==> src/rtl/lfl_pkg.sv <==
// Package for the laser fault latch and trim field decoder.
// Assumes a 40 MHz mclk and a word-wide register port in the top level.
package lfl_pkg;
  // ==========================================================
  // Register offsets (word index on the plain register port)
  localparam logic [3:0] REG_CTRL      = 4'h0;
  localparam logic [3:0] REG_TRIM      = 4'h1;
  localparam logic [3:0] REG_BIAS      = 4'h2;
  localparam logic [3:0] REG_MOD       = 4'h3;
  localparam logic [3:0] REG_PD_SET    = 4'h4;
  localparam logic [3:0] REG_STATUS    = 4'h5;
  // ==========================================================
  // CTRL fields
  localparam int CTRL_ENABLE_BIT       = 0;
  localparam int CTRL_FAULT_EN_BIT     = 1;
  // TRIM fields
  localparam int TRIM_RANGE_EXT_BIT    = 0;
  localparam int TRIM_TERM_BOOST_BIT   = 1;
  localparam int TRIM_LIM_MAG_LSB      = 0;
  localparam int TRIM_LIM_SIGN_BIT     = 3;
  localparam int TRIM_CP_MAG_LSB       = 0;
  localparam int TRIM_CP_SIGN_BIT      = 7;
  // ==========================================================
  // Reset values
  localparam logic [7:0] CTRL_RESET    = 8'h03;
  localparam logic [7:0] TRIM_RESET    = 8'h00;
  // ==========================================================
  // Modulation current limits in mA
  localparam int MOD_LIMIT_NORMAL_MA   = 80;
  localparam int MOD_LIMIT_EXTEND_MA   = 100;
  // ==========================================================
  // Timing
  localparam int CLK_PERIOD_PS         = 25000;
  localparam int LATCH_RESET_TIME_NS   = 1000;
  localparam int NEGATE_TIME_NS        = 1000;
  localparam int LATCH_RESET_CYC =
    (LATCH_RESET_TIME_NS * 1000 + CLK_PERIOD_PS - 1) / CLK_PERIOD_PS;
  localparam int NEGATE_CYC =
    (NEGATE_TIME_NS * 1000 + CLK_PERIOD_PS - 1) / CLK_PERIOD_PS;
  typedef enum logic [1:0] {
    LFL_RUN,
    LFL_FAULT,
    LFL_CLEAR,
    LFL_WAKE
  } lfl_state_t;
endpackage

==> src/rtl/lfl_detect.sv <==
// Fault condition detection: comparator, photodiode overcurrent, bias step.
// Assumes the comparator input is already synchronised to mclk.
`timescale 1ns/1ps
module lfl_detect #(
  parameter int BIAS_W = 10,
  parameter int PD_W   = 10
) (
  input  wire logic              mclk,
  input  wire logic              resetn,
  input  wire logic              monitor_over_ref,
  input  wire logic [PD_W-1:0]   pd_current,
  input  wire logic [PD_W-1:0]   pd_set,
  input  wire logic [BIAS_W-1:0] bias_dac_code,
  input  wire logic              bias_update,
  output logic                   fault_cond
);
  logic [BIAS_W-1:0] prev_bias;
  logic              step_fault;
  logic [PD_W+1:0]   pd_x2;
  logic [PD_W+1:0]   pd_set_x3;
  logic              pd_over;
  logic              bias_drop;
  // Compare 2*I against 3*set to test I > 1.5*set without fractions
  assign pd_x2     = {1'b0, pd_current, 1'b0};
  assign pd_set_x3 = {2'b00, pd_set} + {1'b0, pd_set, 1'b0};
  assign pd_over   = pd_x2 > pd_set_x3;
  // New code below half of the old one means it dropped by more than half
  assign bias_drop = ({bias_dac_code, 1'b0} < {1'b0, prev_bias});
  always_ff @(posedge mclk or negedge resetn) begin
    if (!resetn) begin
      prev_bias  <= '0;
      step_fault <= 1'b0;
    end else if (bias_update) begin
      prev_bias  <= bias_dac_code;
      step_fault <= bias_drop;
    end
  end
  // Step fault holds until the next update so the latch can see it
  assign fault_cond = monitor_over_ref | pd_over | step_fault;
endmodule

==> src/rtl/lfl_sync.sv <==
// Three-stage synchroniser with agreement filter for one pin input.
// Assumes the pin is asynchronous to mclk.
`timescale 1ns/1ps
module lfl_sync #(
  parameter logic RESET_VALUE = 1'b0
) (
  input  wire logic mclk,
  input  wire logic resetn,
  input  wire logic pin,
  output logic      level
);
  logic s1;
  logic s2;
  logic s3;
  // A change counts once the second and third stages agree
  always_ff @(posedge mclk or negedge resetn) begin
    if (!resetn) begin
      s1    <= RESET_VALUE;
      s2    <= RESET_VALUE;
      s3    <= RESET_VALUE;
      level <= RESET_VALUE;
    end else begin
      s1 <= pin;
      s2 <= s1;
      s3 <= s2;
      if (s2 == s3) begin
        level <= s3;
      end
    end
  end
endmodule

==> src/rtl/lfl_top.sv <==
// Laser driver control: trim field decoding and laser safety fault latch.
// Assumes a 40 MHz mclk, async active-low resetn and a plain register port.
// Overview of operation
// - Cross-point magnitude all ones gives largest shift, all zeros smallest.
// - Cross-point sign one shifts positive, zero shifts negative.
// - Limiter trim sign one lowers limiter bias, zero raises it.
// - Limiter magnitude zero leaves current unchanged, all ones largest change.
// - Termination boost bit 1 selects high termination current.
// - Modulation range bit 1 allows 100 mA, else limit to 80 mA.
// - Bias monitor above reference raises a fault condition.
// - Photodiode current above 150 percent of set raises a fault.
// - Bias code dropping by more than half in one step raises a fault.
// - Fault conditions act only while fault enable is one.
// - Enabled fault forces bias and modulation currents to zero.
// - Enabled fault asserts and latches the fault output.
// - Fault output released while shutdown asserted or enable cleared.
// - Clean re-enable from a latched fault resumes prior settings after the negate time.
// - Persisting fault on re-enable reasserts fault, outputs stay off.
`timescale 1ns/1ps
module lfl_top #(
  parameter int BIAS_W = 10,
  parameter int MOD_W  = 8,
  parameter int PD_W   = 10
) (
  input  wire logic              mclk,
  input  wire logic              resetn,
  input  wire logic [3:0]        reg_addr,
  input  wire logic [15:0]       reg_wdata,
  input  wire logic              reg_write,
  input  wire logic              reg_read,
  output logic [15:0]            reg_rdata,
  input  wire logic              shutdown_input,
  input  wire logic              monitor_over_ref,
  input  wire logic [PD_W-1:0]   pd_current,
  output logic                   fault_output,
  output logic [BIAS_W-1:0]      bias_drive,
  output logic [MOD_W-1:0]       mod_drive,
  output logic                   mod_range_100ma,
  output logic                   termination_high,
  output logic                   crosspoint_positive,
  output logic [6:0]             crosspoint_magnitude,
  output logic                   limiter_decrease,
  output logic [2:0]             limiter_trim_magnitude,
  output logic                   limiter_adjust_active
);
  // ==========================================================
  // Register storage
  logic [7:0]        ctrl;
  logic [7:0]        trim_lo;
  logic [7:0]        trim_cp;
  logic [BIAS_W-1:0] bias_dac_code;
  logic [MOD_W-1:0]  modulation_dac_code;
  logic [PD_W-1:0]   pd_set;
  logic              bias_update;
  logic              internal_enable_bit;
  logic              fault_response_enable;
  logic              limiter_trim_sign;
  logic              crosspoint_sign;
  logic              termination_boost_enable;
  logic              modulation_range_extend;

  wire wr_ctrl = reg_write && (reg_addr == lfl_pkg::REG_CTRL);
  wire wr_trim = reg_write && (reg_addr == lfl_pkg::REG_TRIM);
  wire wr_bias = reg_write && (reg_addr == lfl_pkg::REG_BIAS);
  wire wr_mod  = reg_write && (reg_addr == lfl_pkg::REG_MOD);
  wire wr_pd   = reg_write && (reg_addr == lfl_pkg::REG_PD_SET);

  always_ff @(posedge mclk or negedge resetn) begin
    if (!resetn) begin
      ctrl                <= lfl_pkg::CTRL_RESET;
      trim_lo             <= lfl_pkg::TRIM_RESET;
      trim_cp             <= lfl_pkg::TRIM_RESET;
      bias_dac_code       <= '0;
      modulation_dac_code <= '0;
      pd_set              <= '0;
      bias_update         <= 1'b0;
    end else begin
      bias_update <= wr_bias;
      if (wr_ctrl) begin
        ctrl <= reg_wdata[7:0];
      end
      if (wr_trim) begin
        trim_lo <= reg_wdata[7:0];
        trim_cp <= reg_wdata[15:8];
      end
      if (wr_bias) begin
        bias_dac_code <= reg_wdata[BIAS_W-1:0];
      end
      if (wr_mod) begin
        modulation_dac_code <= reg_wdata[MOD_W-1:0];
      end
      if (wr_pd) begin
        pd_set <= reg_wdata[PD_W-1:0];
      end
    end
  end

  assign internal_enable_bit   = ctrl[lfl_pkg::CTRL_ENABLE_BIT];
  assign fault_response_enable = ctrl[lfl_pkg::CTRL_FAULT_EN_BIT];

  // ==========================================================
  // Trim field decoding
  assign crosspoint_sign          = trim_cp[lfl_pkg::TRIM_CP_SIGN_BIT];
  assign limiter_trim_sign        = trim_lo[lfl_pkg::TRIM_LIM_SIGN_BIT];
  assign termination_boost_enable = trim_lo[lfl_pkg::TRIM_TERM_BOOST_BIT];
  assign modulation_range_extend  = trim_lo[lfl_pkg::TRIM_RANGE_EXT_BIT];

  logic [7:0] trim_lim_bits;
  assign trim_lim_bits = trim_lo >> lfl_pkg::TRIM_LIM_MAG_LSB;

  always_ff @(posedge mclk or negedge resetn) begin
    if (!resetn) begin
      crosspoint_positive    <= 1'b0;
      crosspoint_magnitude   <= '0;
      limiter_decrease       <= 1'b0;
      limiter_trim_magnitude <= '0;
      limiter_adjust_active  <= 1'b0;
      termination_high       <= 1'b0;
      mod_range_100ma        <= 1'b0;
    end else begin
      // Magnitude is passed straight: 7F is the largest shift either way
      crosspoint_magnitude   <= trim_cp[6:0];
      crosspoint_positive    <= crosspoint_sign;
      limiter_decrease       <= limiter_trim_sign;
      limiter_trim_magnitude <= trim_lim_bits[2:0];
      // Zero magnitude means no trim regardless of sign
      limiter_adjust_active  <= |trim_lim_bits[2:0];
      termination_high       <= termination_boost_enable;
      mod_range_100ma        <= modulation_range_extend;
    end
  end

  // ==========================================================
  // Fault detection
  logic shutdown_level;
  logic fault_cond;

  lfl_sync #(
    .RESET_VALUE (1'b1)
  ) u_shutdown_sync (
    .mclk   (mclk),
    .resetn (resetn),
    .pin    (shutdown_input),
    .level  (shutdown_level)
  );

  lfl_detect #(
    .BIAS_W (BIAS_W),
    .PD_W   (PD_W)
  ) u_detect (
    .mclk             (mclk),
    .resetn           (resetn),
    .monitor_over_ref (monitor_over_ref),
    .pd_current       (pd_current),
    .pd_set           (pd_set),
    .bias_dac_code    (bias_dac_code),
    .bias_update      (bias_update),
    .fault_cond       (fault_cond)
  );

  // ==========================================================
  // Fault latch and recovery
  localparam int CNT_W = 16;
  localparam logic [CNT_W-1:0] LATCH_CYC  = CNT_W'(lfl_pkg::LATCH_RESET_CYC);
  localparam logic [CNT_W-1:0] NEGATE_CYC = CNT_W'(lfl_pkg::NEGATE_CYC);

  lfl_pkg::lfl_state_t state;
  lfl_pkg::lfl_state_t next_state;
  logic [CNT_W-1:0]    timer;
  logic [CNT_W-1:0]    next_timer;
  logic                disabled;
  logic                enabled_fault;

  assign disabled      = shutdown_level || !internal_enable_bit;
  assign enabled_fault = fault_cond && fault_response_enable;

  always_comb begin
    next_state = state;
    next_timer = (timer == '1) ? timer : timer + CNT_W'(1);
    unique case (state)
      lfl_pkg::LFL_RUN: begin
        next_timer = '0;
        if (enabled_fault && !disabled) begin
          next_state = lfl_pkg::LFL_FAULT;
        end
      end
      lfl_pkg::LFL_FAULT: begin
        next_timer = '0;
        if (disabled) begin
          next_state = lfl_pkg::LFL_CLEAR;
        end
      end
      lfl_pkg::LFL_CLEAR: begin
        // A short disable pulse does not clear the latch
        if (!disabled) begin
          next_timer = '0;
          if (timer >= LATCH_CYC) begin
            next_state = enabled_fault ? lfl_pkg::LFL_FAULT
                                       : lfl_pkg::LFL_WAKE;
          end else begin
            next_state = lfl_pkg::LFL_FAULT;
          end
        end
      end
      lfl_pkg::LFL_WAKE: begin
        if (disabled) begin
          next_state = lfl_pkg::LFL_CLEAR;
          next_timer = '0;
        end else if (enabled_fault) begin
          next_state = lfl_pkg::LFL_FAULT;
        end else if (timer >= NEGATE_CYC - CNT_W'(1)) begin
          next_state = lfl_pkg::LFL_RUN;
        end
      end
    endcase
  end

  always_ff @(posedge mclk or negedge resetn) begin
    if (!resetn) begin
      state <= lfl_pkg::LFL_RUN;
      timer <= '0;
    end else begin
      state <= next_state;
      timer <= next_timer;
    end
  end

  // ==========================================================
  // Output drive
  logic outputs_on;
  logic latched;
  assign latched    = (state == lfl_pkg::LFL_FAULT);
  // Settings registers are untouched by a fault, so recovery restores them
  assign outputs_on = (state == lfl_pkg::LFL_RUN) && !disabled;

  always_ff @(posedge mclk or negedge resetn) begin
    if (!resetn) begin
      fault_output <= 1'b0;
      bias_drive   <= '0;
      mod_drive    <= '0;
    end else begin
      fault_output <= latched && !disabled;
      bias_drive   <= outputs_on ? bias_dac_code : '0;
      mod_drive    <= outputs_on ? modulation_dac_code : '0;
    end
  end

  // ==========================================================
  // Read port
  logic [15:0] rd_mux;
  always_comb begin
    rd_mux = 16'h0000;
    unique case (reg_addr)
      lfl_pkg::REG_CTRL:   rd_mux = {8'h00, ctrl};
      lfl_pkg::REG_TRIM:   rd_mux = {trim_cp, trim_lo};
      lfl_pkg::REG_BIAS:   rd_mux = 16'(bias_dac_code);
      lfl_pkg::REG_MOD:    rd_mux = 16'(modulation_dac_code);
      lfl_pkg::REG_PD_SET: rd_mux = 16'(pd_set);
      lfl_pkg::REG_STATUS: rd_mux = {12'h000, fault_cond, shutdown_level, state};
      default:             rd_mux = 16'h0000;
    endcase
  end

  always_ff @(posedge mclk or negedge resetn) begin
    if (!resetn) begin
      reg_rdata <= 16'h0000;
    end else begin
      reg_rdata <= reg_read ? rd_mux : 16'h0000;
    end
  end
endmodule
==> config.mk <==
export PLATFORM = sky130hd
export DESIGN_NAME = lfl_top
export DESIGN_NICKNAME = d
export VERILOG_FILES = /design/src/rtl/lfl_pkg.sv /design/src/rtl/lfl_detect.sv /design/src/rtl/lfl_sync.sv /design/src/rtl/lfl_top.sv
export SDC_FILE = /design/constraint.sdc
export NUM_CORES = 1
export LEC_CHECK = 0
export CORE_MARGIN = 2
export CORE_UTILIZATION = 50
export DETAILED_ROUTE_END_ITERATION = 10
export DONT_BUFFER_PORTS = 1
export GPL_TIMING_DRIVEN = 0
export HOLD_SLACK_MARGIN = 0.1
export PLACE_DENSITY = 0.66
export REMOVE_ABC_BUFFERS = 1
export SYNTH_ARGS = -nofsm -noshare
export SYNTH_HDL_FRONTEND = slang
export SYNTH_SLANG_ARGS = --single-unit
==> constraint.sdc <==
create_clock -name mclk -period 4.3 [get_ports mclk]
set_clock_uncertainty 0.1 [all_clocks]
set_input_delay 0.645 -clock mclk [delete_from_list [all_inputs] [get_ports mclk]]
set_output_delay 0.645 -clock mclk [all_outputs]
set_load 0.01 [all_outputs]
==> impl_table.tex, run 1 <==
\begin{tabular}{lr}
\hline
Metric & Value \\
\hline
\multicolumn{2}{l}{\textbf{Job}} \\
MaxCap Viol Count & 0 \\
\multicolumn{2}{l}{\textbf{Clock network}} \\
Total clock sinks & 134 \\
Number of cells upsized or downsized after cts & 0 \\
Clock edge transition at the registers on the reported setup and hold paths & 0.05 ns \\
Count of buffers added by post-CTS timing repair for setup & 0 \\
Cts bufs inserted & 17 \\
CTS H-Tree Depth & 4 \\
Buffer levels on the longest clock path & 2 \\
Clock tree from TritonCTS & done \\
Clock insertion delay at the later pin of the skew report & 0.42 ns \\
Root buffer cell & sky130\_fd\_sc\_hd\_\_clkbuf\_16 \\
Hold-fix buffers at CTS & 1 \\
\multicolumn{2}{l}{\textbf{Timing}} \\
Final hold violation count & 0 \\
Worst slew pin tran & roughly 1.2 ns \\
RSZ-0062 raised after global routing & false \\
Max-slew violations & 0 \\
Setup TNS & 0 ns \\
Final Hold Slack & approximately 0.12 ns \\
Highest achievable clock rate & 273 MHz \\
Tmin final & approximately 3.7 ns \\
Final-report setup violation count & 0 \\
Final worst path period share & roughly 85\% \\
Tightest slew margin relative to the limit & 21.6\% \\
\multicolumn{2}{l}{\textbf{Die}} \\
FP Rows & 40 \\
Effective utilization at floorplan & just over 50\% \\
Core box area & $\sim$0.012 mm\^{}2 \\
Die outline height & approximately 110 um \\
Die footprint & about 0.013 mm\^{}2 \\
Io pins & 86 \\
Die span in x & $\sim$110 um \\
\multicolumn{2}{l}{\textbf{Power}} \\
Standby leakage power & around 0.003 uW \\
Ratio of total power to cell area & 559 mW/mm\^{}2 \\
Worst IR drop on VDD & approximately 0.23 mV \\
\multicolumn{2}{l}{\textbf{Final layout}} \\
Area Growth Syn to Fin & 11.5\% \\
Number of nets in the final layout & $\sim$570 \\
Antenna diode instance count & 0 \\
Fraction of final layout cells sized beyond drive strength 1 & $\sim$15\% \\
\multicolumn{2}{l}{\textbf{Global routing}} \\
Aggregate global routing overflow & 0 \\
GRT Util Overall & around 21\% \\
Antenna violations before repair & 0 \\
Pin count of the biggest net entering global routing & between 100 and 150 \\
Global-route wire length before repair & $\sim$21000 um \\
Number of global-route vias before repair & $\sim$4000 \\
\multicolumn{2}{l}{\textbf{Worst setup path}} \\
Critical path's slowest cell & sky130\_fd\_sc\_hd\_\_o32ai\_1 \\
Highest fanout seen on the critical path & 7 \\
Required time of the worst setup path & $\sim$4.5 ns \\
Arrival time at the worst endpoint & between 3 and 4 ns \\
Maximum cell stage delay along the critical path & roughly 0.55 ns \\
Launch point of the critical path & pd\_set[1] \\
Critical path capture point type & register \\
Critical path type & reg -> reg \\
Startpoint kind of the worst setup timing path & register \\
Reg2Reg Setup Slack & 0.63 ns \\
Beginning of the worst register-to-register path & pd\_set[1] \\
Crit path cell chain & ha\_1, fa\_1, a211oi\_1, nor2\_1, o221ai\_1, xnor2\_1, ha\_1, o211a\_1, a211oi\_1, a311oi\_1, o32ai\_1, o22ai\_1 \\
\multicolumn{2}{l}{\textbf{Route}} \\
Number of optimization iterations in the first detailed-route pass & 4 \\
Final routed DRC violation total & 0 \\
Routed wire length per instance & 19.0 um \\
Detailed router's first-iteration violation count & 253 \\
Antenna viol nets, final & 0 \\
Post-DR vias/cell & 5.83 \\
Routed wire length & 12600 um \\
DR vias & roughly 3900 \\
\multicolumn{2}{l}{\textbf{Yosys}} \\
Proportion of register bits with asynchronous set or reset after synthesis & 100\% \\
Post-synth top cells & 128 x sky130\_fd\_sc\_hd\_\_dfrtp\_1, 33 x sky130\_fd\_sc\_hd\_\_mux2\_2, 30 x sky130\_fd\_sc\_hd\_\_ha\_1 \\
Fraction of synthesized cell area taken by the top area cell type & around 52\% \\
Distinct cell type count after synthesis & 60 \\
Number of enable flip-flop cells after synthesis & 0 \\
Netlist Area Pre-Place & between 0.006 and 0.007 mm\^{}2 \\
Yosys reg bits & between 100 and 150 \\
Mapped Avg Cell Area & $\sim$12 um\^{}2 \\
Post-synthesis cell type with the largest combined area & sky130\_fd\_sc\_hd\_\_dfrtp\_1 \\
Top flip-flop cell by instance count after synthesis & sky130\_fd\_sc\_hd\_\_dfrtp\_1 \\
Count leader, synth & sky130\_fd\_sc\_hd\_\_dfrtp\_1 \\
Post-synthesis cell count & around 510 \\
Number of synthesis warnings & 0 \\
Sequential area share after synthesis & $\sim$55\% \\
Most area-consuming cells after synthesis & sky130\_fd\_sc\_hd\_\_dfrtp\_1 52\%, sky130\_fd\_sc\_hd\_\_ha\_1 6.1\%, sky130\_fd\_sc\_hd\_\_mux2\_2 6.1\% \\
\multicolumn{2}{l}{\textbf{Placement}} \\
Hpwl dp & roughly 8900 um \\
Count of input and output buffers & 0 \\
Routability congestion estimate & 0.788 \\
\multicolumn{2}{l}{\textbf{Outcome}} \\
Run status & complete, no violations \\
\multicolumn{2}{l}{\textbf{Hold path}} \\
Worst hold-check path type & in -> async \\
\hline
\end{tabular}
-- stage by stage --
step | utilization [%] | power, uW | instance area, um^2 | setup slack (ns) | cells
finish | 57.0 | 3810 | 6810 | 0.635 | 666
global placement | 51.7 | 2390 | 6190 | 0.559 | 632
floorplan | - | 2240 | 6010 | 1.24 | 485
CTS | 57.0 | 3850 | 6810 | 0.596 | 666
global route | 57.0 | 4040 | 6810 | 0.369 | 666
detailed placement | 52.1 | 2450 | 6230 | 0.632 | 634
-- layer usage --
metal / share of wire, % / up-vias / global-route usage, %
met2: 50 / 81 / 33.4
met4: 1.1 / 0 / 7.97
met3: 5.5 / 10 / 6.83
met1: 43 / 1957 / 25.7
li1: - / 1837 / -
met5: 0 / - / 0
-- area by class of cell --
type | instances | area [um^2]
Timing Repair Buffer | 3 | 42.5
Clock buffer | 28 | 517
Sequential cell | 134 | 3360
Inverter | 17 | 63.8
Fill cell | 989 | 5150
Multi-Input combinational cell | 334 | 2610
Tap cell | 147 | 184
Clock inverter | 3 | 40.0
-- state kept, by name (all words and copies together), names as in the netlist, 2 cells and up --
| name | flops |
|---|---|
| pd_set | 10 |
| limiter_trim_magnitude | 3 |
| timer | 16 |
| crosspoint_magnitude | 7 |
| trim_lim_bits | 8 |
| trim_cp | 8 |
| state | 2 |
| ctrl | 8 |
| u_detect.prev_bias | 10 |
| bias_drive | 10 |
| bias_dac_code | 10 |
| mod_drive | 8 |
| modulation_dac_code | 8 |
| reg_rdata | 16 |
-- cells by family after synthesis --
family | synth area share, %
flops | 55.0
xor+xnor | 2.58
mux | 9.93
compound gates | 10.3
simple gates | 12.8
buf+inv | 2.76
fa+ha+maj | 6.63
-- worst paths after layout --
check	to	cells past startpoint
worst min register to register	u_shutdown_sync.s2	0
worst min-delay path	u_detect.prev_bias[8]	1
worst max register to register	reg_rdata[3]	12
min in group mclk	u_shutdown_sync.s1	0
worst max-delay path	reg_rdata[3]	12
max in group asynchronous	timer[14]	1
-- power breakdown --
| part | leakage, uW | switching (uW) | total (uW) | internal (uW) |
|---|---|---|---|---|
| logic | 0.00103 | 406 | 773 | 366 |
| clock network | 0.000274 | 479 | 1340 | 866 |
| registers | 0.00172 | 214 | 1690 | 1480 |
| total | 0.00303 | 1100 | 3810 | 2710 |
-- critical path: cells and delay by family (launching register included) --
family	cells	cell delay, ns
DFF	1	0.48
adders and majority gates	3	0.97
and+or+nand+nor	1	0.11
xor gates and xnor gates	1	0.17
AOI/OAI and AO/OA	7	1.69
-- cell usage in the layout (no fill, tap or decap), drive strengths merged, types with 10 or more instances in the layout --
| cell type | n |
|---|---|
| dfrtp | 128 |
| ha | 30 |
| clkbuf | 28 |
| a22oi | 14 |
| inv | 17 |
| and3 | 10 |
| mux2 | 53 |
| nor2 | 24 |
| a21oi | 25 |
| nand2 | 30 |
| and2 | 20 |
| o21ai | 15 |
| xnor2 | 13 |
Note: power is estimated with default switching activity, not from simulation.
==> run 2, diff against run 1 <==
- ABC_AREA: unset -> 1
==> run 2 against run 1 <==
Via count up 19%; maximum frequency up 6.7%; non-clock buffer count down 2; wire length up 6.7%; flip-flop and latch count unchanged; clock power up 7%; final cell count up 30%; worst hold slack worse by 0.0050 ns; combinational power down 12%; core utilization up 0.82 points; register-to-register slack better by 0.23 ns; critical endpoint is now state[0].
==> impl_table.tex, run 2 <==
\begin{tabular}{lr}
\hline
Metric & Value \\
\hline
\multicolumn{2}{l}{\textbf{Outcome}} \\
Run status & complete, no violations \\
\multicolumn{2}{l}{\textbf{Clock network}} \\
Cts bufs inserted & 17 (unchanged) \\
Count of buffers added by post-CTS timing repair for setup & 0 (unchanged) \\
Clock tree from TritonCTS & done \\
Buffer levels on the longest clock path & 2 (unchanged) \\
CTS H-Tree Depth & 4 (unchanged) \\
Number of cells upsized or downsized after cts & 0 (unchanged) \\
Clock edge transition at the registers on the reported setup and hold paths & 0.06 ns (about the same) \\
Hold-fix buffers at CTS & 1 (unchanged) \\
Total clock sinks & 134 (unchanged) \\
Clock insertion delay at the later pin of the skew report & 0.42 ns (about the same) \\
Root buffer cell & sky130\_fd\_sc\_hd\_\_clkbuf\_16 \\
\multicolumn{2}{l}{\textbf{Final layout}} \\
Number of nets in the final layout & 753 (+31\%) \\
Area Growth Syn to Fin & 12.4\% \\
Fill cell count & 1049 (+6.1\%) \\
Largest registers & reg\_rdata x16, timer x16 \\
Fraction of final layout cells sized beyond drive strength 1 & 10.4\% (-4.8 points) \\
Antenna diode instance count & 0 (unchanged) \\
Commonest cells after routing, fill and taps aside & 137 x sky130\_fd\_sc\_hd\_\_nand2\_1, 128 x sky130\_fd\_sc\_hd\_\_dfrtp\_1, 85 x sky130\_fd\_sc\_hd\_\_inv\_1 \\
Most frequent standard cell in the layout excluding fill and tap cells & sky130\_fd\_sc\_hd\_\_nand2\_1 \\
\multicolumn{2}{l}{\textbf{Worst setup path}} \\
Arrival time at the worst endpoint & 3.69 ns (-0.13 ns) \\
Worst r2r dst & state[0] \\
Beginning of the worst register-to-register path & pd\_set[1] \\
Reg2Reg Setup Slack & 0.87 ns (+0.23 ns) \\
Worst setup endpoint & state[0] \\
Critical path capture point type & register \\
Launch point of the critical path & pd\_set[1] \\
Critical path type & reg -> reg \\
Startpoint kind of the worst setup timing path & register \\
Required time of the worst setup path & 4.55 ns (+0.09 ns) \\
Highest fanout seen on the critical path & 6 (-1) \\
Reg2reg path depth & 22 (+10) \\
\multicolumn{2}{l}{\textbf{Global routing}} \\
Antenna violations before repair & 0 (unchanged) \\
Global-route wire length before repair & 22200 um (+7.2\%) \\
Aggregate global routing overflow & 0 (unchanged) \\
Number of global-route vias before repair & 4493 (+12\%) \\
GRT Util Overall & 21.8\% (+1.2 points) \\
Pin count of the biggest net entering global routing & 135 (unchanged) \\
\multicolumn{2}{l}{\textbf{Yosys}} \\
Post-synthesis cell count & 681 (+35\%) \\
Sequential area share after synthesis & 54.2\% (-0.80 points) \\
Most area-consuming cells after synthesis & sky130\_fd\_sc\_hd\_\_dfrtp\_1 52\%, sky130\_fd\_sc\_hd\_\_nand2\_1 8.3\%, sky130\_fd\_sc\_hd\_\_ha\_1 6.1\% \\
Simple-Gate Fraction of Synth Area & 18.0\% (+5.2 points) \\
Share of the synthesized area in compound gates (AO/OA/AOI/OAI) & 12.0\% (+1.7 points) \\
Proportion of register bits with asynchronous set or reset after synthesis & 100\% (unchanged) \\
Distinct cell type count after synthesis & 45 (-25\%) \\
Yosys reg bits & 134 (unchanged) \\
Count leader, synth & sky130\_fd\_sc\_hd\_\_nand2\_1 \\
Fraction of synthesized cell area taken by the top area cell type & 51.7\% (-0.76 points) \\
Post-synthesis cell type with the largest combined area & sky130\_fd\_sc\_hd\_\_dfrtp\_1 \\
Combinational family with the most area after synthesis & simple AND/OR/NAND/NOR gates \\
Adder and majority cell fraction of the synthesized area & 6.54\% (-0.096 points) \\
Mapped Avg Cell Area & 9.11 um\^{}2 (-25\%) \\
Number of synthesis warnings & 0 (unchanged) \\
Netlist Area Pre-Place & 0.00620 mm\^{}2 (+1.5\%) \\
Number of enable flip-flop cells after synthesis & 0 (unchanged) \\
Multiplexer share of the synthesized area & 0\% (-9.9 points) \\
Post-synth top cells & 137 x sky130\_fd\_sc\_hd\_\_nand2\_1, 128 x sky130\_fd\_sc\_hd\_\_dfrtp\_1, 85 x sky130\_fd\_sc\_hd\_\_inv\_1 \\
Post-synthesis xor/xnor area fraction & 1.55\% (-1.0 points) \\
Top flip-flop cell by instance count after synthesis & sky130\_fd\_sc\_hd\_\_dfrtp\_1 \\
\multicolumn{2}{l}{\textbf{Power}} \\
Combinational share of power & 18.2\% (-2.1 points) \\
Sequential group share of total power & 43.0\% (-1.4 points) \\
Standby leakage power & 0.00340 uW (+12\%) \\
Switching share of total power & 30.0\% (+1.2 points) \\
Net switching power & 1120 uW (+1.7\%) \\
Total power draw & 3720 uW (-2.2\%) \\
Worst IR drop on VDD & 0.344 mV (+50\%) \\
Internal & 2610 uW (-3.8\%) \\
Ratio of total power to cell area & 534 mW/mm\^{}2 (-4.4\%) \\
Clock power share & 38.8\% (+3.5 points) \\
\multicolumn{2}{l}{\textbf{Route}} \\
Antenna viol nets, final & 0 (unchanged) \\
Final routed DRC violation total & 0 (unchanged) \\
Number of optimization iterations in the first detailed-route pass & 5 (+1) \\
Routed wire length per instance & 15.6 um (-18\%) \\
Post-DR vias/cell & 5.32 (-8.8\%) \\
Detailed router's first-iteration violation count & 406 (+60\%) \\
DR vias & 4612 (+19\%) \\
Routed wire length & 13500 um (+6.7\%) \\
\multicolumn{2}{l}{\textbf{Timing}} \\
Tmin final & 3.43 ns (-0.231 ns) \\
Worst slew pin tran & 1.07 ns (-0.0932 ns) \\
Setup TNS & 0 ns (unchanged) \\
Final-report setup violation count & 0 (unchanged) \\
Final hold violation count & 0 (unchanged) \\
RSZ-0062 raised after global routing & false \\
Max-slew violations & 0 (unchanged) \\
Tightest slew margin relative to the limit & 28.2\% (+6.6 points) \\
Final worst path period share & 79.9\% (-5.4 points) \\
Highest achievable clock rate & 291 MHz (+6.7\%) \\
\multicolumn{2}{l}{\textbf{Die}} \\
FP Rows & 40 (unchanged) \\
Effective utilization at floorplan & 51.4\% (+0.32 points) \\
Io pins & 86 (unchanged) \\
Die outline height & 115 um (+0.71\%) \\
Die span in x & 115 um (+0.71\%) \\
Die footprint & 0.0133 mm\^{}2 (+1.4\%) \\
Core box area & 0.0121 mm\^{}2 (+0.84\%) \\
\multicolumn{2}{l}{\textbf{Hold path}} \\
Worst hold-check path type & in -> async \\
\multicolumn{2}{l}{\textbf{Placement}} \\
Routability congestion estimate & 0.828 (+5.1\%) \\
Hpwl dp & 9400 um (+6.0\%) \\
Count of input and output buffers & 0 (unchanged) \\
\multicolumn{2}{l}{\textbf{Job}} \\
MaxCap Viol Count & 0 (unchanged) \\
\hline
\end{tabular}
[run 2: cell count changes after synthesis, sizes merged, moves of 10 or more]
cell,change
a22oi,-14
and2,-20
and3,-10
inv,+86
mux2,-53
nand2,+108
nand3,+14
nor2,+43
o21ai,+51
[run 2: routing by layer]
| metal | track usage, % | vias up | part of all wire [%] |
|---|---|---|---|
| li1 | - | 2227 | - |
| met1 | 30.1 | 2214 | 46 |
| met2 | 32.0 | 145 | 45 |
| met3 | 5.75 | 26 | 6.2 |
| met4 | 10.6 | 0 | 2.5 |
| met5 | 0 | - | 0 |
[run 2: cell type report]
| cell class | instances | area (um^2) | area share, % |
|---|---|---|---|
| timing repair buffer | 1 | 27.5 | 0.395 |
| clock inverter | 10 | 120 | 1.72 |
| clock buffer | 22 | 474 | 6.80 |
| inverter | 106 | 414 | 5.94 |
| tap | 168 | 210 | 3.02 |
| sequential | 134 | 3360 | 48.2 |
| multi-input combinational | 426 | 2360 | 33.9 |
[run 2: cell families (layout without fill, tap and decap cells)]
family	count (synthesis)	after routing
simple gates	249	249
compound gates	134	134
flops	134	134
buf+inv	121	139
fa+ha+maj	32	32
xor+xnor	11	11
[run 2: power by group through the flow]
stage	Combinational (uW)	Clock (uW)	Sequential [uW]
finish	679	1440	1600
global route	805	1520	1630
CTS	684	1460	1600
detailed placement	652	0	1620
global placement	616	0	1610
floorplan	516	0	1580
[run 2: worst min path at each step]
stage	slack [ns]	startpoint	cells after the start	endpoint
global placement	0.25	u_shutdown_sync.s1	0	u_shutdown_sync.s2
detailed placement	0.25	resetn	0	bias_drive[2]
finish	0.11	resetn	1	timer[13]
global route	0.11	shutdown_input	0	u_shutdown_sync.s1
floorplan	0.25	resetn	0	bias_dac_code[0]
CTS	0.11	shutdown_input	0	u_shutdown_sync.s1
[run 2: metrics by stage]
step	setup slack [ns]	utilization (%)	hold slack [ns]	cell area [um^2]	cells
2_1_floorplan	1.37	-	0.245	6140	666
3_3_place_gp	1.06	52.6	0.249	6350	834
3_5_place_dp	0.915	52.6	0.248	6350	834
4_1_cts	0.894	57.8	0.112	6970	867
5_1_grt	0.577	57.8	0.112	6970	867
6_report	0.866	57.8	0.110	6970	867
[run 2: critical path: stages, from the launching register on]
cell and delay, ns:
sky130_fd_sc_hd__dfrtp_1 0.46, sky130_fd_sc_hd__ha_1 0.25, sky130_fd_sc_hd__fa_1 0.43, sky130_fd_sc_hd__nand4_1 0.14, sky130_fd_sc_hd__nand3_1 0.15, sky130_fd_sc_hd__a31oi_1 0.23, sky130_fd_sc_hd__xnor2_1 0.15, sky130_fd_sc_hd__ha_1 0.26
sky130_fd_sc_hd__nand2_1 0.07, sky130_fd_sc_hd__inv_1 0.05, sky130_fd_sc_hd__nand4_1 0.08, sky130_fd_sc_hd__o21ai_1 0.07, sky130_fd_sc_hd__nor2_1 0.09, sky130_fd_sc_hd__nand2_1 0.05, sky130_fd_sc_hd__inv_1 0.05, sky130_fd_sc_hd__nand2_1 0.05
sky130_fd_sc_hd__nand2_1 0.15, sky130_fd_sc_hd__nand2_1 0.10, sky130_fd_sc_hd__nand2_1 0.07, sky130_fd_sc_hd__nand2_1 0.08, sky130_fd_sc_hd__nor2_1 0.15, sky130_fd_sc_hd__nand2_1 0.06, sky130_fd_sc_hd__nand2_1 0.05
==> run 3, diff against run 2 <==
- ABC_AREA: 1 -> 0
- clock period: 4.3 -> 3.3 ns (I/O delays scaled with it)
==> run 3 against run 2 <==
First-iteration DRC count fell by 40%; via count fell by 13%; die area fell by 1.4%; global-route usage down 0.69 points; count of clock-buffer cells in the layout is 6 higher; critical endpoint is now reg_rdata[3]; the flow now finishes with violations (negative hold slack); largest cell class unchanged; highest routed layer unchanged; combinational power increased by 72%; clock power grew 22%.
==> impl_table.tex, run 3 (synthesis results as in run 1) <==
\begin{tabular}{lr}
\hline
Metric & Value \\
\hline
\multicolumn{2}{l}{\textbf{Route}} \\
Final routed DRC violation total & 0 (unchanged) \\
DR vias & 4004 (-13\%) \\
Post-DR vias/cell & 5.88 (+11\%) \\
Detailed router's first-iteration violation count & 244 (-40\%) \\
Routed wire length & 13100 um (-2.9\%) \\
Number of optimization iterations in the first detailed-route pass & 8 (+3) \\
Routed wire length per instance & 19.2 um (+24\%) \\
Antenna viol nets, final & 0 (unchanged) \\
\multicolumn{2}{l}{\textbf{Die}} \\
Effective utilization at floorplan & 51.1\% (-0.32 points) \\
Die outline height & 115 um (-0.71\%) \\
Io pins & 86 (unchanged) \\
Core box area & 0.0120 mm\^{}2 (-0.83\%) \\
FP Rows & 40 (unchanged) \\
Die footprint & 0.0131 mm\^{}2 (-1.4\%) \\
Die span in x & 115 um (-0.71\%) \\
\multicolumn{2}{l}{\textbf{Power}} \\
Ratio of total power to cell area & 727 mW/mm\^{}2 (+36\%) \\
Standby leakage power & 0.00309 uW (-9.1\%) \\
Worst IR drop on VDD & 0.307 mV (-11\%) \\
\multicolumn{2}{l}{\textbf{Global routing}} \\
Antenna violations before repair & 0 (unchanged) \\
Global-route wire length before repair & 21100 um (-4.9\%) \\
Number of global-route vias before repair & 4064 (-9.5\%) \\
GRT Util Overall & 21.1\% (-0.69 points) \\
Pin count of the biggest net entering global routing & 135 (unchanged) \\
Aggregate global routing overflow & 0 (unchanged) \\
\multicolumn{2}{l}{\textbf{Clock network}} \\
Clock insertion delay at the later pin of the skew report & 0.42 ns (about the same) \\
Clock tree from TritonCTS & done \\
Clock edge transition at the registers on the reported setup and hold paths & 0.05 ns (about the same) \\
CTS H-Tree Depth & 4 (unchanged) \\
Cts bufs inserted & 17 (unchanged) \\
Total clock sinks & 134 (unchanged) \\
Root buffer cell & sky130\_fd\_sc\_hd\_\_clkbuf\_16 \\
Hold-fix buffers at CTS & 7 (+6) \\
Buffer levels on the longest clock path & 2 (unchanged) \\
\multicolumn{2}{l}{\textbf{Timing}} \\
Final hold violation count & 134 (+134) \\
Final-report setup violation count & 0 (unchanged) \\
Tightest slew margin relative to the limit & 20.7\% (-7.5 points) \\
Max-slew violations & 0 (unchanged) \\
Setup TNS & 0 ns (unchanged) \\
Final Hold Slack & -0.318 ns (-0.428 ns) \\
Tmin final & 3.24 ns (-0.195 ns) \\
Highest achievable clock rate & 309 MHz (+6.0\%) \\
Worst slew pin tran & 1.18 ns (+0.106 ns) \\
Final worst path period share & 98.1\% (+18 points) \\
Final critical-path setup slack & 0.0611 ns (-0.805 ns) \\
\multicolumn{2}{l}{\textbf{Worst setup path}} \\
Depth of the critical timing path with buffers and inverters included & 13 (-41\%) \\
Launch point of the critical path & pd\_set[0] \\
Required time of the worst setup path & 3.52 ns (-1.03 ns) \\
Startpoint kind of the worst setup timing path & register \\
Reg2Reg Setup Slack & 0.06 ns (-0.80 ns) \\
Library cell appearing most often on the critical path & sky130\_fd\_sc\_hd\_\_nor2\_1 \\
Crit path cell chain & ha\_2, fa\_2, a211oi\_2, nor2\_1, o21a\_1, nor2\_1, xor2\_1, ha\_1, nand2\_1, o2111ai\_1, a21oi\_1, or3b\_2, o22ai\_2 \\
Critical path's slowest cell & sky130\_fd\_sc\_hd\_\_or3b\_2 \\
Arrival time at the worst endpoint & 3.46 ns (-0.23 ns) \\
Worst r2r dst & reg\_rdata[3] \\
Maximum cell stage delay along the critical path & 0.49 ns (+0.03 ns) \\
Critical path type & reg -> reg \\
Dominant delay contributor by cell family on the critical path & adder cells \\
Worst setup endpoint & reg\_rdata[3] \\
Beginning of the worst register-to-register path & pd\_set[0] \\
Reg2reg path depth & 13 (-41\%) \\
Critical path capture point type & register \\
Critical path buffer and inverter count & 0 (-2) \\
Highest fanout seen on the critical path & 3 (-3) \\
\multicolumn{2}{l}{\textbf{Placement}} \\
Routability congestion estimate & 0.788 (-4.9\%) \\
Hpwl dp & 8870 um (-5.7\%) \\
Placed cell count & 634 (-24\%) \\
Count of input and output buffers & 0 (unchanged) \\
Minimum setup slack after placement & -0.368 ns (-1.28 ns) \\
\multicolumn{2}{l}{\textbf{Outcome}} \\
Failing checks & negative hold slack \\
Run status & complete, but fails checks \\
\multicolumn{2}{l}{\textbf{Final layout}} \\
Most frequent standard cell in the layout excluding fill and tap cells & sky130\_fd\_sc\_hd\_\_dfrtp\_1 \\
Commonest cells after routing, fill and taps aside & 122 x sky130\_fd\_sc\_hd\_\_dfrtp\_1, 33 x sky130\_fd\_sc\_hd\_\_mux2\_2, 29 x sky130\_fd\_sc\_hd\_\_nand2\_1 \\
Final standard cell count with taps included and fillers excluded & 681 (-21\%) \\
Final core utilization & 59.1\% (+1.3 points) \\
Area Growth Syn to Fin & 15.7\% \\
Fraction of final layout cells sized beyond drive strength 1 & 20.8\% (+10 points) \\
Largest registers & reg\_rdata x16, timer x16 \\
Antenna diode instance count & 0 (unchanged) \\
Number of nets in the final layout & 589 (-22\%) \\
\multicolumn{2}{l}{\textbf{Job}} \\
MaxCap Viol Count & 0 (unchanged) \\
\multicolumn{2}{l}{\textbf{Hold path}} \\
Worst hold-check path type & in -> async \\
\hline
\end{tabular}
## run 3: report_power, final
group,total (uW),internal (uW),leakage [uW],switching [uW]
Sequential,2220,1930,0.00172,288
Combinational,1170,594,0.00110,573
Clock,1760,1130,0.000274,627
Total,5140,3650,0.00309,1490
## run 3: through the flow
step | power [uW] | instance area (um^2)
global route | 5440 | 7070
floorplan | 2910 | 6010
global placement | 3120 | 6190
CTS | 5050 | 6920
finish | 5140 | 7070
detailed placement | 3200 | 6230
## run 3: layout make-up
class                           instances  area [um^2]
Tap cell                              147          184
Fill cell                             950         4890
Inverter                               17         63.8
Clock inverter                          3         40.0
Sequential cell                       134         3370
Multi-Input combinational cell        334         2750
Timing Repair Buffer                   18          153
Clock buffer                           28          517
## run 3: worst min path at each step
| stage | from | endpoint | slack (ns) | cells after the start |
|---|---|---|---|---|
| finish | resetn | bias_drive[7] | -0.32 | 0 |
| global placement | resetn | bias_drive[9] | 0.10 | 0 |
| global route | resetn | u_detect.prev_bias[8] | -0.35 | 0 |
| floorplan | resetn | bias_dac_code[0] | 0.1 | 0 |
| detailed placement | resetn | u_detect.prev_bias[8] | 0.10 | 0 |
| CTS | resetn | u_detect.prev_bias[8] | -0.35 | 0 |
## run 3: repair_timing
action / CTS / global route
hold endpoints to repair: 144 / 134
pin swaps: 1 / 15
setup endpoints to repair: 3 / 3
buffers inserted: 4 / 6
gates resized for setup: 7 / 22
## run 3: worst reg2reg max path, stage by stage (launching register included)
cell	delay (ns)
sky130_fd_sc_hd__dfrtp_2	0.42
sky130_fd_sc_hd__ha_2	0.22
sky130_fd_sc_hd__fa_2	0.43
sky130_fd_sc_hd__a211oi_2	0.21
sky130_fd_sc_hd__nor2_1	0.11
sky130_fd_sc_hd__o21a_1	0.18
sky130_fd_sc_hd__nor2_1	0.11
sky130_fd_sc_hd__xor2_1	0.09
sky130_fd_sc_hd__ha_1	0.29
sky130_fd_sc_hd__nand2_1	0.08
sky130_fd_sc_hd__o2111ai_1	0.21
sky130_fd_sc_hd__a21oi_1	0.11
sky130_fd_sc_hd__or3b_2	0.49
sky130_fd_sc_hd__o22ai_2	0.11
## run 3: metal layers
metal	vias up	share of wire [%]	track usage, %
met4	0	1.3	8.13
met1	2031	43	26.6
met3	14	5.2	6.72
met5	-	0	0
li1	1872	-	-
met2	87	50	34.0
